[src/dmlr_defs.vh]
`ifndef DMLR_DEFS_VH
`define DMLR_DEFS_VH
// register byte addresses
`define DMLR_ADDR_GAP_A      16'h831c
`define DMLR_ADDR_VID_START  16'h8320
`define DMLR_ADDR_STRIDE     16'h8324
`define DMLR_ADDR_SIZES      16'h8328
`define DMLR_ADDR_GAP_B      16'h832c
`define DMLR_ADDR_FB_START   16'h8310
`define DMLR_ADDR_CB_START   16'h8314
`define DMLR_ADDR_CONTROL    16'h8300
// field positions
`define DMLR_START_MSB       21
`define DMLR_STRIDE_FB_MSB   9
`define DMLR_STRIDE_CB_LSB   12
`define DMLR_STRIDE_CB_MSB   21
`define DMLR_VSIZE_MSB       29
`define DMLR_VSIZE_LSB       16
`define DMLR_CBSIZE_MSB      15
`define DMLR_CBSIZE_LSB      9
`define DMLR_FBSIZE_MSB      8
`define DMLR_CTL_UNLOCK      0
`define DMLR_CTL_PAN         1
// reset value and video size saturation limit
`define DMLR_ZERO32          32'h00000000
`define DMLR_VSIZE_MAX       14'h3fff
`endif

[src/dmlr_regs.v]
// Operation
// [RULE1] video start is 22-bit byte offset
// [RULE2] software keeps video start low nibble zero
// [RULE3] packed line pointer advances by packed stride
// [RULE4] frame stride in words gives next line
// [RULE5] running frame line pointer feeds fetch queue
// [RULE6] video size in 64-byte units, 1MB max
// [RULE7] packed line size detects queue overflow
// [RULE8] software keeps packed line size at most 41h
// [RULE9] fetch frame line size qwords per line
// [RULE10] panning drops surplus data past line end; here pan_enable only feeds the unused wire pan_drop_unused
// [RULE11] software writes zero to reserved bits
// [RULE12] reserved gaps read zero
// [RULE13] registers undefined after reset, software initialises
// [RULE14] locked registers writable only when unlocked
// [RULE15] frame start address waits for frame start
`timescale 1ns/100ps
`default_nettype none
`include "dmlr_defs.vh"
module dmlr_regs (
    input  wire        core_clk_in,
    input  wire        reset_in,
    input  wire [15:0] addr_in,
    input  wire [31:0] wdata_in,
    input  wire        wr_in,
    input  wire        rd_in,
    output reg  [31:0] rdata_out,
    input  wire        frame_start_in,
    input  wire        line_start_in,
    input  wire        fetch_ack_in,
    input  wire        packed_push_in,
    output reg  [21:0] frame_addr_out,
    output reg  [21:0] packed_addr_out,
    output reg  [21:0] fetch_addr_out,
    output reg         fetch_valid_out,
    output reg         fetch_last_out,
    output reg  [8:0]  fetch_remain_out,
    output reg  [3:0]  pixel_offset_out,
    output reg  [21:0] video_base_out,
    output reg  [19:0] video_bytes_out,
    output reg         packed_overflow_out
);
////////////////////////////////////////////////////////////////////////////
// register file; data regs have no reset, matching undefined power-up
reg  [21:0] frame_start_field;
reg  [21:0] packed_start_field;
reg  [21:0] video_start_field;
reg  [9:0]  frame_stride_field;
reg  [9:0]  packed_stride_field;
reg  [13:0] video_size_field;
reg  [6:0]  packed_line_size_field;
reg  [8:0]  frame_line_size_field;
reg         unlocked;
reg         pan_enable;
reg  [17:0] pending_frame_addr;
wire        wr_ok = wr_in && unlocked;                               // see [RULE14]

always @(posedge core_clk_in) begin                                  // see [RULE13]
    if (wr_ok) begin
        case (addr_in)
        `DMLR_ADDR_FB_START: begin
            frame_start_field <= wdata_in[`DMLR_START_MSB:0];
        end
        `DMLR_ADDR_CB_START: begin
            packed_start_field <= wdata_in[`DMLR_START_MSB:0];
        end
        `DMLR_ADDR_VID_START: begin
            video_start_field <= wdata_in[`DMLR_START_MSB:0];          // see [RULE1]
        end
        `DMLR_ADDR_STRIDE: begin
            frame_stride_field  <= wdata_in[`DMLR_STRIDE_FB_MSB:0];
            packed_stride_field <= wdata_in[`DMLR_STRIDE_CB_MSB:`DMLR_STRIDE_CB_LSB];
        end
        `DMLR_ADDR_SIZES: begin
            video_size_field       <= wdata_in[`DMLR_VSIZE_MSB:`DMLR_VSIZE_LSB];
            packed_line_size_field <= wdata_in[`DMLR_CBSIZE_MSB:`DMLR_CBSIZE_LSB];
            frame_line_size_field  <= wdata_in[`DMLR_FBSIZE_MSB:0];
        end
        default: begin
        end
        endcase
    end
end

// control word itself is never locked, otherwise software could not unlock
always @(posedge core_clk_in) begin
    if (reset_in) begin
        unlocked   <= 1'b0;
        pan_enable <= 1'b0;
    end else if (wr_in && addr_in == `DMLR_ADDR_CONTROL) begin
        unlocked   <= wdata_in[`DMLR_CTL_UNLOCK];
        pan_enable <= wdata_in[`DMLR_CTL_PAN];
    end
end

always @(posedge core_clk_in) begin
    if (reset_in) begin
        rdata_out <= `DMLR_ZERO32;
    end else if (rd_in) begin
        case (addr_in)
        `DMLR_ADDR_FB_START:  rdata_out <= {10'h000, frame_start_field};
        `DMLR_ADDR_CB_START:  rdata_out <= {10'h000, packed_start_field};
        `DMLR_ADDR_VID_START: rdata_out <= {10'h000, video_start_field};
        `DMLR_ADDR_STRIDE:    rdata_out <= {10'h000, packed_stride_field,
                                            2'h0, frame_stride_field};
        `DMLR_ADDR_SIZES:     rdata_out <= {2'h0, video_size_field,
                                            packed_line_size_field, frame_line_size_field};
        `DMLR_ADDR_CONTROL:   rdata_out <= {30'h00000000, pan_enable, unlocked};
        default:              rdata_out <= `DMLR_ZERO32;              // see [RULE12]
        endcase
    end else begin
        rdata_out <= `DMLR_ZERO32;
    end
end

////////////////////////////////////////////////////////////////////////////
// frame start: address part deferred, pixel part immediate
always @(posedge core_clk_in) begin
    if (reset_in) begin
        pending_frame_addr <= 18'h00000;
        pixel_offset_out   <= 4'h0;
    end else begin
        // loaded with the write itself so the pixel part never shows unwritten data
        if (wr_ok && addr_in == `DMLR_ADDR_FB_START) begin
            pixel_offset_out <= wdata_in[3:0];                       // see [RULE15]
        end
        if (frame_start_in) begin
            pending_frame_addr <= frame_start_field[`DMLR_START_MSB:4]; // see [RULE15]
        end
    end
end

// video window; low nibble forced zero in case software leaves junk
always @(posedge core_clk_in) begin
    if (reset_in) begin
        video_base_out  <= 22'h000000;
        video_bytes_out <= 20'h00000;
    end else begin
        video_base_out  <= {video_start_field[`DMLR_START_MSB:4], 4'h0}; // see [RULE2]
        if (video_size_field >= `DMLR_VSIZE_MAX) begin
            video_bytes_out <= 20'hfffc0;                            // see [RULE6]
        end else begin
            video_bytes_out <= {video_size_field[13:0], 6'h00};      // see [RULE6]
        end
    end
end

////////////////////////////////////////////////////////////////////////////
// line pointers and per-line fetch sequencer
reg [8:0] next_remain;
always @* begin
    next_remain = fetch_remain_out - 9'h001;
end

always @(posedge core_clk_in) begin
    if (reset_in) begin
        frame_addr_out   <= 22'h000000;
        packed_addr_out  <= 22'h000000;
        fetch_addr_out   <= 22'h000000;
        fetch_valid_out  <= 1'b0;
        fetch_last_out   <= 1'b0;
        fetch_remain_out <= 9'h000;
    end else if (frame_start_in) begin
        frame_addr_out  <= {frame_start_field[`DMLR_START_MSB:4], 4'h0};
        packed_addr_out <= packed_start_field;
        fetch_valid_out <= 1'b0;
        fetch_last_out  <= 1'b0;
    end else if (line_start_in) begin
        // a new line aborts any leftover fetch of the previous one
        fetch_addr_out   <= frame_addr_out;                          // see [RULE5]
        fetch_remain_out <= frame_line_size_field;                   // see [RULE9]
        fetch_valid_out  <= (frame_line_size_field != 9'h000);
        fetch_last_out   <= (frame_line_size_field == 9'h001);
        frame_addr_out   <= frame_addr_out
                          + {10'h000, frame_stride_field, 2'h0};     // see [RULE4]
        packed_addr_out  <= packed_addr_out
                          + {10'h000, packed_stride_field, 2'h0};    // see [RULE3]
    end else if (fetch_valid_out && fetch_ack_in) begin
        fetch_addr_out   <= fetch_addr_out + 22'h000008;
        fetch_remain_out <= next_remain;
        fetch_valid_out  <= (next_remain != 9'h000);
        fetch_last_out   <= (next_remain == 9'h001);
    end
end

////////////////////////////////////////////////////////////////////////////
// packed queue fill count; overflow when count reaches line size
// when panning, data past line end is not dropped; pan_enable only feeds the unused wire pan_drop_unused
reg [6:0] packed_count;
always @(posedge core_clk_in) begin
    if (reset_in) begin
        packed_count        <= 7'h00;
        packed_overflow_out <= 1'b0;
    end else if (line_start_in) begin
        packed_count        <= 7'h00;
        packed_overflow_out <= 1'b0;
    end else if (packed_push_in) begin
        packed_count <= packed_count + 7'h01;
        if (packed_count + 7'h01 >= packed_line_size_field) begin   // see [RULE7]
            packed_overflow_out <= 1'b1;
        end
    end
end

wire pan_drop_unused = pan_enable & pending_frame_addr[0];           // see [RULE10]
endmodule // dmlr_regs
`default_nettype wire

[config.mk]
export PLATFORM = sky130hd
export DESIGN_NAME = dmlr_regs
export DESIGN_NICKNAME = d
export VERILOG_FILES = /design/src/dmlr_regs.v
export VERILOG_INCLUDE_DIRS = /design/src /design/src/src
export SDC_FILE = /design/constraint.sdc
export NUM_CORES = 1
export LEC_CHECK = 0
export BUFFER_PORTS_ARGS = -buffer_cell sky130_fd_sc_hd__buf_2
export CAP_MARGIN = 20
export CORE_ASPECT_RATIO = 1.25
export CORE_MARGIN = 5
export CORE_UTILIZATION = 50
export DETAILED_ROUTE_END_ITERATION = 7
export GPL_TIMING_DRIVEN = 0
export PLACE_DENSITY_LB_ADDON = 0.08
export SLEW_MARGIN = 20
export SYNTH_ARGS = -nofsm -noshare
export SYNTH_HDL_FRONTEND = slang
export SYNTH_SLANG_ARGS = --single-unit
export TNS_END_PERCENT = 5
[constraint.sdc]
create_clock -name core_clk_in -period 2.39 [get_ports core_clk_in]
set_input_delay 0.239 -clock core_clk_in [delete_from_list [all_inputs] [get_ports core_clk_in]]
set_output_delay 0.239 -clock core_clk_in [all_outputs]
set_load 0.01 [all_outputs]
* After elaboration in Yosys (flattened, before gate mapping)
Cells that the tools add are included.
Storage, ports and cells: flip-flop bits (word level) 281, input port bits 56, output and inout bits 156, logic and storage cells 73
Operators by class: add/sub/neg operators 5, order comparisons 2, equality and inequality tests 8, muxes and demuxes 14, bitwise gates (word level) 2, reductions and logical operators 18
Operator list (count):
- $pmux W30 S6 | 1
- $mux W22 | 6
- $eq A16 B16 Y1 const B | 6
- $add A22 B12 Y22 | 2
- $add A22 B4 Y22 const B | 1
- $mux W20 | 1
- $eq A9 B1 Y1 const B | 2
- $mux W9 | 2
- $reduce_bool A9 Y1 | 2
- $ge A14 B14 Y1 const B | 1
- $reduce_and A2 Y1 | 7
- $sub A9 B1 Y9 const B | 1
- $add A7 B1 Y7 const B | 1
- $ge A7 B7 Y1 | 1
- $reduce_or A2 Y1 | 3
- $logic_and A1 B1 Y1 | 4
- $mux W1 | 4
- $reduce_bool A2 Y1 | 2
- $not A1 Y1 | 2

* Depth between registers and ports, before layout
Gate-level depths: netlist of run 1.
word-level depth 4, depth in mapped cells 9, mapped depth without buffers 9

* Least setup slack after synthesis of run 1
No wires, ideal clock.
path type in2reg, start input addr_in[0], end register frame_line_size_field[0] (enable), setup time 390 ps, data arrival time 2045 ps, required time 2000 ps, slack -45 ps, stages 5, buffers on the path 1, path through nor4b_2 > nand3_2 > nor4_4 > buf_2 > and3_1
Between the ends: longest elaborated chain between the ends 2
RTL lines:
- start, declared | RTL line dmlr_regs.v:23 | input wire [15:0] addr_in,
- $eq A16 B16 Y1 | RTL line dmlr_regs.v:60 | case (addr_in)
- $reduce_and A2 Y1 (no source line)
- end signal, assigned | RTL line dmlr_regs.v:77 | frame_line_size_field <= wdata_in[`DMLR_FBSIZE_MSB:0];
- end, declared | RTL line dmlr_regs.v:52 | reg [8:0] frame_line_size_field;
Every way passes these cells. A chain may end at the register's enable or synchronous reset.

* Worst setup path after layout of run 1
start register frame_stride_field[0], end register frame_addr_out[16]
Between the ends: longest elaborated chain between the ends 3
RTL lines:
- start, declared | RTL line dmlr_regs.v:48 | reg [9:0] frame_stride_field;
- start signal, assigned | RTL line dmlr_regs.v:71 | frame_stride_field <= wdata_in[`DMLR_STRIDE_FB_MSB:0];
- $add A22 B12 Y22 | RTL line dmlr_regs.v:175 | + {10'h000, frame_stride_field, 2'h0};
- $mux W22 | RTL line dmlr_regs.v:168 | end else if (line_start_in) begin
- $mux W22 | RTL line dmlr_regs.v:163 | end else if (frame_start_in) begin
- end signal, assigned | RTL line dmlr_regs.v:164 | frame_addr_out <= {frame_start_field[`DMLR_START_MSB:4], 4'h0};
- end signal, assigned | RTL line dmlr_regs.v:174 | frame_addr_out <= frame_addr_out
- end, declared | RTL line dmlr_regs.v:32 | output reg [21:0] frame_addr_out,
Every way passes these cells. The select of a mux whose other input is x is not followed.

==> metrics, run 1 <==
layout net count=approximately 1400; most frequent cells after synthesis=dfxtp_1 (149), edfxtp_1 (116), nor2_1 (108); die width=146 um; final core occ=between 60 and 70%; CP max stage delay=around 0.47 ns; RSZ-0062 raised after global routing=true; vias in the first global route=slightly above 9000; final hold violation count=0; DP HPWL=~25 mm; sequential cell area=around 6500 um^2; die height=between 150 and 200 um; pwr dens=approximately 700 nW/um^2; period utilization=105%; share of cells above drive strength 1=23.3%; H-tree Lvls=1; top-count cell post-synth=dfxtp_1; Filler cells=between 1500 and 2000; # rows=between 60 and 70; Primary FF master, synth=dfxtp_1; EDFF count, synth=between 100 and 150; DR DRC count=0; Mapped Cells=~1000; worst vdd ir=around 0.51 mV; Worst Hold Class=input pin to flip-flop; GRT Residual Overflow=0; CP Max Fanout=5; multi-input logic area=between 4000 and 5000 um^2; setup ws final=-0.119 ns; vias per cell=5.76; n_diodes=0; clk buf depth=3; min cycle time layout=roughly 2.5 ns; Boundary Pins=212; Critical-path top delay cell=edfxtp_1; asr flop ratio synth=0%; yosys warns=0; Finish-stage setup viols=5; Worst EP required=approximately 2.8 ns; Tot Pwr=around 10 mW; Inserted Clock Buffers=26; post-route clock skew=about 0.0097 ns; Seq cells post-synth=approximately 270; CTS tree=built; Finished Layout Cells=1618; Seq/Total Area, Yosys=roughly 56%; final WL=~35 mm; Mapped Area=about 12000 um^2; headroom to the max-slew limit=a little over two fifths; CP Capture Type=flip-flop; failing checks=negative setup slack; die area=26200 um^2; DRT Pass-1 Iters=5; WL per Instance=21.3 um; syn_area_per_cell=~11 um^2; total track usage=between 20% and 30%; core box area=22800 um^2; crit start category=flip-flop; RePlAce Congestion=0.943; Critical R2R Launch=frame_stride_field[0]$_DFFE_PP_; synth top area cells=edfxtp_1 (30%), dfxtp_1 (26%), nor2_1 (3.5%), ha_1 (3.4%), a21oi_1 (3.2%); fmax=399 MHz; first-pass GRT wire length=52.7 mm; setup TNS=-0.501 ns; Static Leak=between 5 and 6 nW; largest net degree at the start of global routing=31; worst hold stages=3; Clock Latency Late Sink=0.54 ns; Synth-to-Final Area Change=22.9%; clk root buf=clkbuf_16; max-cap viol count=0; worst path arrival time=~3 ns; Slew Limit Fails=0; Reg2Reg Depth=10; run status=complete, but fails checks; top cell type's share of synthesized area=30.2%; hold path start=rd_in; Least-Margin Pin Slew=around 0.84 ns; WS Path Type=flip-flop to flip-flop; Initial Utilization=around half; overall via count from detail_route=9320; clock sinks=about 270; synth unique cells=77; Worst-path clk slew=~0.07 ns; Worst Hold End=rdata_out[0]$_SDFF_PP0_; crit-path cells=ha_2 > inv_2 > fa_2 > and2b_1 > o31a_1 > o311ai_4 > buf_6 > a211oi_2 > xnor2_1 > a211oi_1; placed insts=1537; Port-buffer cells=189; initial antenna violation count=0; Detailed Route Iter0 Violations=780; reg2reg end=frame_addr_out[16]$_SDFFE_PP0N_; Synth area leader=edfxtp_1; post-route ant nets=0; reg2reg setup slack=-0.12 ns
==> final cells by class <==
cell class / instances / area share (%)
Tap cell: 288 / 2.55
Clock buffer: 31 / 5.02
Inverter: 27 / 0.716
Buffer: 72 / 2.81
Sequential cell: 265 / 45.7
Clock inverter: 17 / 0.875
Multi-Input combinational cell: 696 / 33.3
Timing Repair Buffer: 222 / 9.01
==> per-layer routing <==
| metal | track usage [%] | up-vias | wire [um] |
|---|---|---|---|
| met4 | 6.87 | 0 | 839 |
| met5 | 0 | - | 0 |
| met3 | 4.86 | 64 | 2870 |
| met1 | 32.7 | 4496 | 13900 |
| met2 | 43.3 | 393 | 16900 |
| li1 | - | 4367 | - |
==> kinds of logic (layout without fill, tap and decap cells) <==
family,count (synthesis),after routing,share of synthesized area (%)
and+or+nand+nor,311,311,14.2
AOI/OAI and AO/OA,265,265,15.9
DFF,265,265,56.1
buffers and inverters,99,369,4.33
xor gates and xnor gates,43,43,3.27
adders and majority gates,33,33,3.72
muxes,28,28,2.44
other,1,16,0.0326
==> layout by cell type, fill, tap and decap left out, types with 6 or more instances in the layout <==
cell	instances
a2111oi_0	6
a211oi_1	40
a21o_1	6
a21oi_1	68
a21oi_2	6
a221oi_1	6
a222oi_1	22
a22oi_1	28
and2_1	10
and3_1	10
buf_1	6
buf_2	201
buf_4	19
buf_6	7
clkbuf_1	32
clkbuf_16	27
clkinv_1	8
conb_1	16
dfxtp_1	147
dlygate4sd3_1	31
edfxtp_1	116
ha_1	29
inv_1	25
mux2i_1	27
nand2_1	57
nand3_1	19
nor2_1	108
nor2b_1	39
nor3_1	13
o21ai_0	30
o22ai_1	6
or3_1	7
xnor2_1	27
xor2_1	15
==> repair_timing <==
item | 4_1_cts | 5_1_grt
hold buffers | 31 | 0
buffers inserted | 0 | 2
cloned | 0 | 0
pin swaps | 0 | 11
hold endpoints to repair | 117 | 0
setup endpoints to repair | 12 | 54
resized for setup | 7 | 18
==> worst max-delay path by stage <==
| stage | startpoint | to | slack, ns |
|---|---|---|---|
| 2_1_floorplan | addr_in[0] | packed_start_field[0]$_DFFE_PP_ | 0.12 |
| 3_3_place_gp | addr_in[0] | video_start_field[19]$_DFFE_PP_ | -0.68 |
| 3_5_place_dp | addr_in[0] | packed_stride_field[8]$_DFFE_PP_ | -0.51 |
| 4_1_cts | frame_stride_field[0]$_DFFE_PP_ | frame_addr_out[18]$_SDFFE_PP0N_ | -0.06 |
| 5_1_grt | frame_stride_field[0]$_DFFE_PP_ | frame_addr_out[18]$_SDFFE_PP0N_ | -0.17 |
| 6_report | frame_stride_field[0]$_DFFE_PP_ | frame_addr_out[16]$_SDFFE_PP0N_ | -0.12 |
==> power by group <==
group,total (mW),internal [mW],switching [mW]
Combinational,0.923,0.383,0.540
Sequential,4.91,4.81,0.105
Clock,3.99,2.23,1.76
==> state kept, by name (all words and copies together) (netlist names), 10 cells and up <==
signal               flops
fetch_addr_out          20
packed_addr_out         22
rdata_out               30
video_size_field        14
video_start_field       22
video_bytes_out         14
video_base_out          18
frame_stride_field      10
packed_start_field      22
frame_start_field       22
packed_stride_field     10
frame_addr_out          20
==> worst max-delay path, delay by kind of cell (launching register included) <==
family	cells	cell delay, ns
AO/OA/AOI/OAI	4	0.94
flip-flops	1	0.47
adder cells (fa/ha/maj)	2	0.43
buffers and inverters	2	0.23
AND/OR/NAND/NOR	1	0.20
XOR/XNOR	1	0.15
==> stage by stage <==
stage / hold WS (ns) / cell area (um^2) / setup slack, ns
after floorplan: 0.338 / 11600 / 0.120
after global placement: 0.417 / 12900 / -0.680
after detailed placement: 0.418 / 12900 / -0.514
after CTS: 0.0664 / 14100 / -0.0648
after global routing: 0.0772 / 14200 / -0.167
final: 0.0683 / 14200 / -0.119
(Power assumes the default switching activity.)
==> run 2, diff against run 1 <==
Settings changed: MAX_ROUTING_LAYER set to met4.
==> run 2 against run 1 <==
Register-to-register slack better by 0.06 ns. Worst setup slack better by 0.060 ns. Critical path type unchanged. The flow still finishes with violations (negative setup slack). Clock skew down 0.0020 ns. Fmax up 2.5%. Final area up 0.62%. Sequential power is essentially flat. Sequential share of layout area shrank 0.29 points. Critical endpoint unchanged. Die area unchanged. Utilization increased by 0.38 points.
==> metrics, run 2 (same netlist as run 1, synthesis figures left out) <==
final WL=between 30 and 40 mm; Min Hold Slack=between 0.07 and 0.08 ns; Synth-to-Final Area Change=23.7%; Inserted Clock Buffers=27; WS Path Type=flip-flop to flip-flop; Worst Hold Class=input pin to flip-flop; clk buf depth=3; largest net degree at the start of global routing=31; RePlAce Congestion=0.951; vias in the first global route=between 9000 and 10000; clk root buf=clkbuf_16; CTS tree=built; headroom to the max-slew limit=between 30% and 40%; CP Max Fanout=5; failing checks=negative setup slack; period utilization=102%; Port-buffer cells=approximately 190; core box area=approximately 23000 um^2; DRT Pass-1 Iters=7; Finished Layout Cells=1620; Worst EP required=around 2.8 ns; RSZ-0062 raised after global routing=true; most frequent cells in the layout=buf_2 (201), dfxtp_1 (148), edfxtp_1 (116); Static Leak=between 5 and 6 nW; layout net count=between 1000 and 1500; H-tree Lvls=1; fmax=about 400 MHz; DR DRC count=0; n_diodes=0; DP HPWL=~26 mm; run status=complete, but fails checks; CP Capture Type=flip-flop; share of cells above drive strength 1=between 20% and 30%; clock sinks=between 200 and 300; pwr dens=about 710 nW/um^2; die width=~150 um; setup ws final=-0.0589 ns; total track usage=between 20% and 30%; Initial Utilization=50.5%; vias per cell=~5.8; max reg flops=30; worst vdd ir=0.524 mV; Clock Latency Late Sink=~0.52 ns; min cycle time layout=about 2.4 ns; worst path arrival time=2.89 ns; crit start category=flip-flop; Least-Margin Pin Slew=0.916 ns; Worst-path clk slew=approximately 0.070 ns; first-pass GRT wire length=53.0 mm; placed insts=approximately 1500; die area=about 26000 um^2; initial antenna violation count=0; Boundary Pins=between 200 and 250; WL per Instance=between 20 and 25 um; Detailed Route Iter0 Violations=around 800; GRT Residual Overflow=0; overall via count from detail_route=around 9400; post-route clock skew=0.00770 ns; Finish-stage setup viols=6; Setup WS pre-CTS=-0.545 ns; die height=180 um; # rows=between 60 and 70; post-route ant nets=0; Slew Limit Fails=0; final hold violation count=0; Largest Register=rdata_out; max-cap viol count=0; most common cell after layout, fill and taps aside=buf_2
run 2: changes by cell type in the layout (fill, tap and decap cells not counted), moves of 2 or more:
cell and change:
buf_4 +2, clkinv_1 -5, bufinv_16 +3, clkinv_4 -2, clkinv_2 +2, inv_2 +2
clkinvlp_4 -2, inv_1 -2, clkbuf_1 +4
run 2: path summary, 6_finish.rpt:
path	startpoint	end	slack (ns)	cells after the start
setup / recovery	frame_stride_field[0]$_DFFE_PP_	frame_addr_out[16]$_SDFFE_PP0N_	-0.06	10
hold / removal	rd_in	rdata_out[1]$_SDFF_PP0_	0.07	3
hold reg to reg	video_size_field[6]$_DFFE_PP_	rdata_out[22]$_SDFF_PP0_	0.46	1
setup reg to reg	frame_stride_field[0]$_DFFE_PP_	frame_addr_out[16]$_SDFFE_PP0N_	-0.06	10
run 2: metal layers:
metal,wire (um),vias up,global-route usage (%)
li1,-,4369,-
met1,13800,4516,32.6
met2,17000,399,43.5
met3,2900,78,4.81
met4,1190,0,8.73
met5,0,-,-
run 2: critical path: stages, from the launching register on:
cell and delay [ns]:
edfxtp_1 0.47, ha_2 0.23, inv_2 0.05, fa_2 0.17, and2b_1 0.20, o31a_1 0.36
o311ai_4 0.28, buf_6 0.17, a211oi_2 0.07, xnor2_1 0.15, a211oi_1 0.20
run 2: area by class of cell:
| cell class | count | area [um^2] |
|---|---|---|
| Fill cell | 1950 | 8560 |
| Sequential cell | 265 | 6470 |
| Multi-Input combinational cell | 696 | 4720 |
| Timing Repair Buffer | 224 | 1290 |
| Clock buffer | 35 | 737 |
| Buffer | 72 | 398 |
| Tap cell | 288 | 360 |
| Clock inverter | 13 | 173 |
| Inverter | 27 | 101 |
run 2: power by group:
part	internal, mW	switching (mW)
Clock	2.60	1.73
Sequential	4.81	0.106
Combinational	0.381	0.543
Total	7.79	2.38
run 2: timing repair:
| action | CTS | global route |
|---|---|---|
| setup endpoints to repair | 18 | 52 |
| hold buffers | 31 | 0 |
| gates cloned | 0 | 0 |
| pin swaps | 0 | 11 |
| endpoints found under the hold margin | 117 | 0 |
| buffers inserted | 0 | 4 |
| gates resized for setup | 7 | 19 |
run 2: metrics by stage:
stage	utilization (%)	setup TNS (ns)	instance area [um^2]	total power, mW
4_1_cts	62.0	-0.212	14100	10.2
5_1_grt	62.5	-1.16	14200	10.5
2_1_floorplan	-	0	11600	5.52
6_report	62.5	-0.219	14200	10.2
3_5_place_dp	56.5	-37.93	12900	5.86
3_3_place_gp	56.5	-51.84	12900	5.85
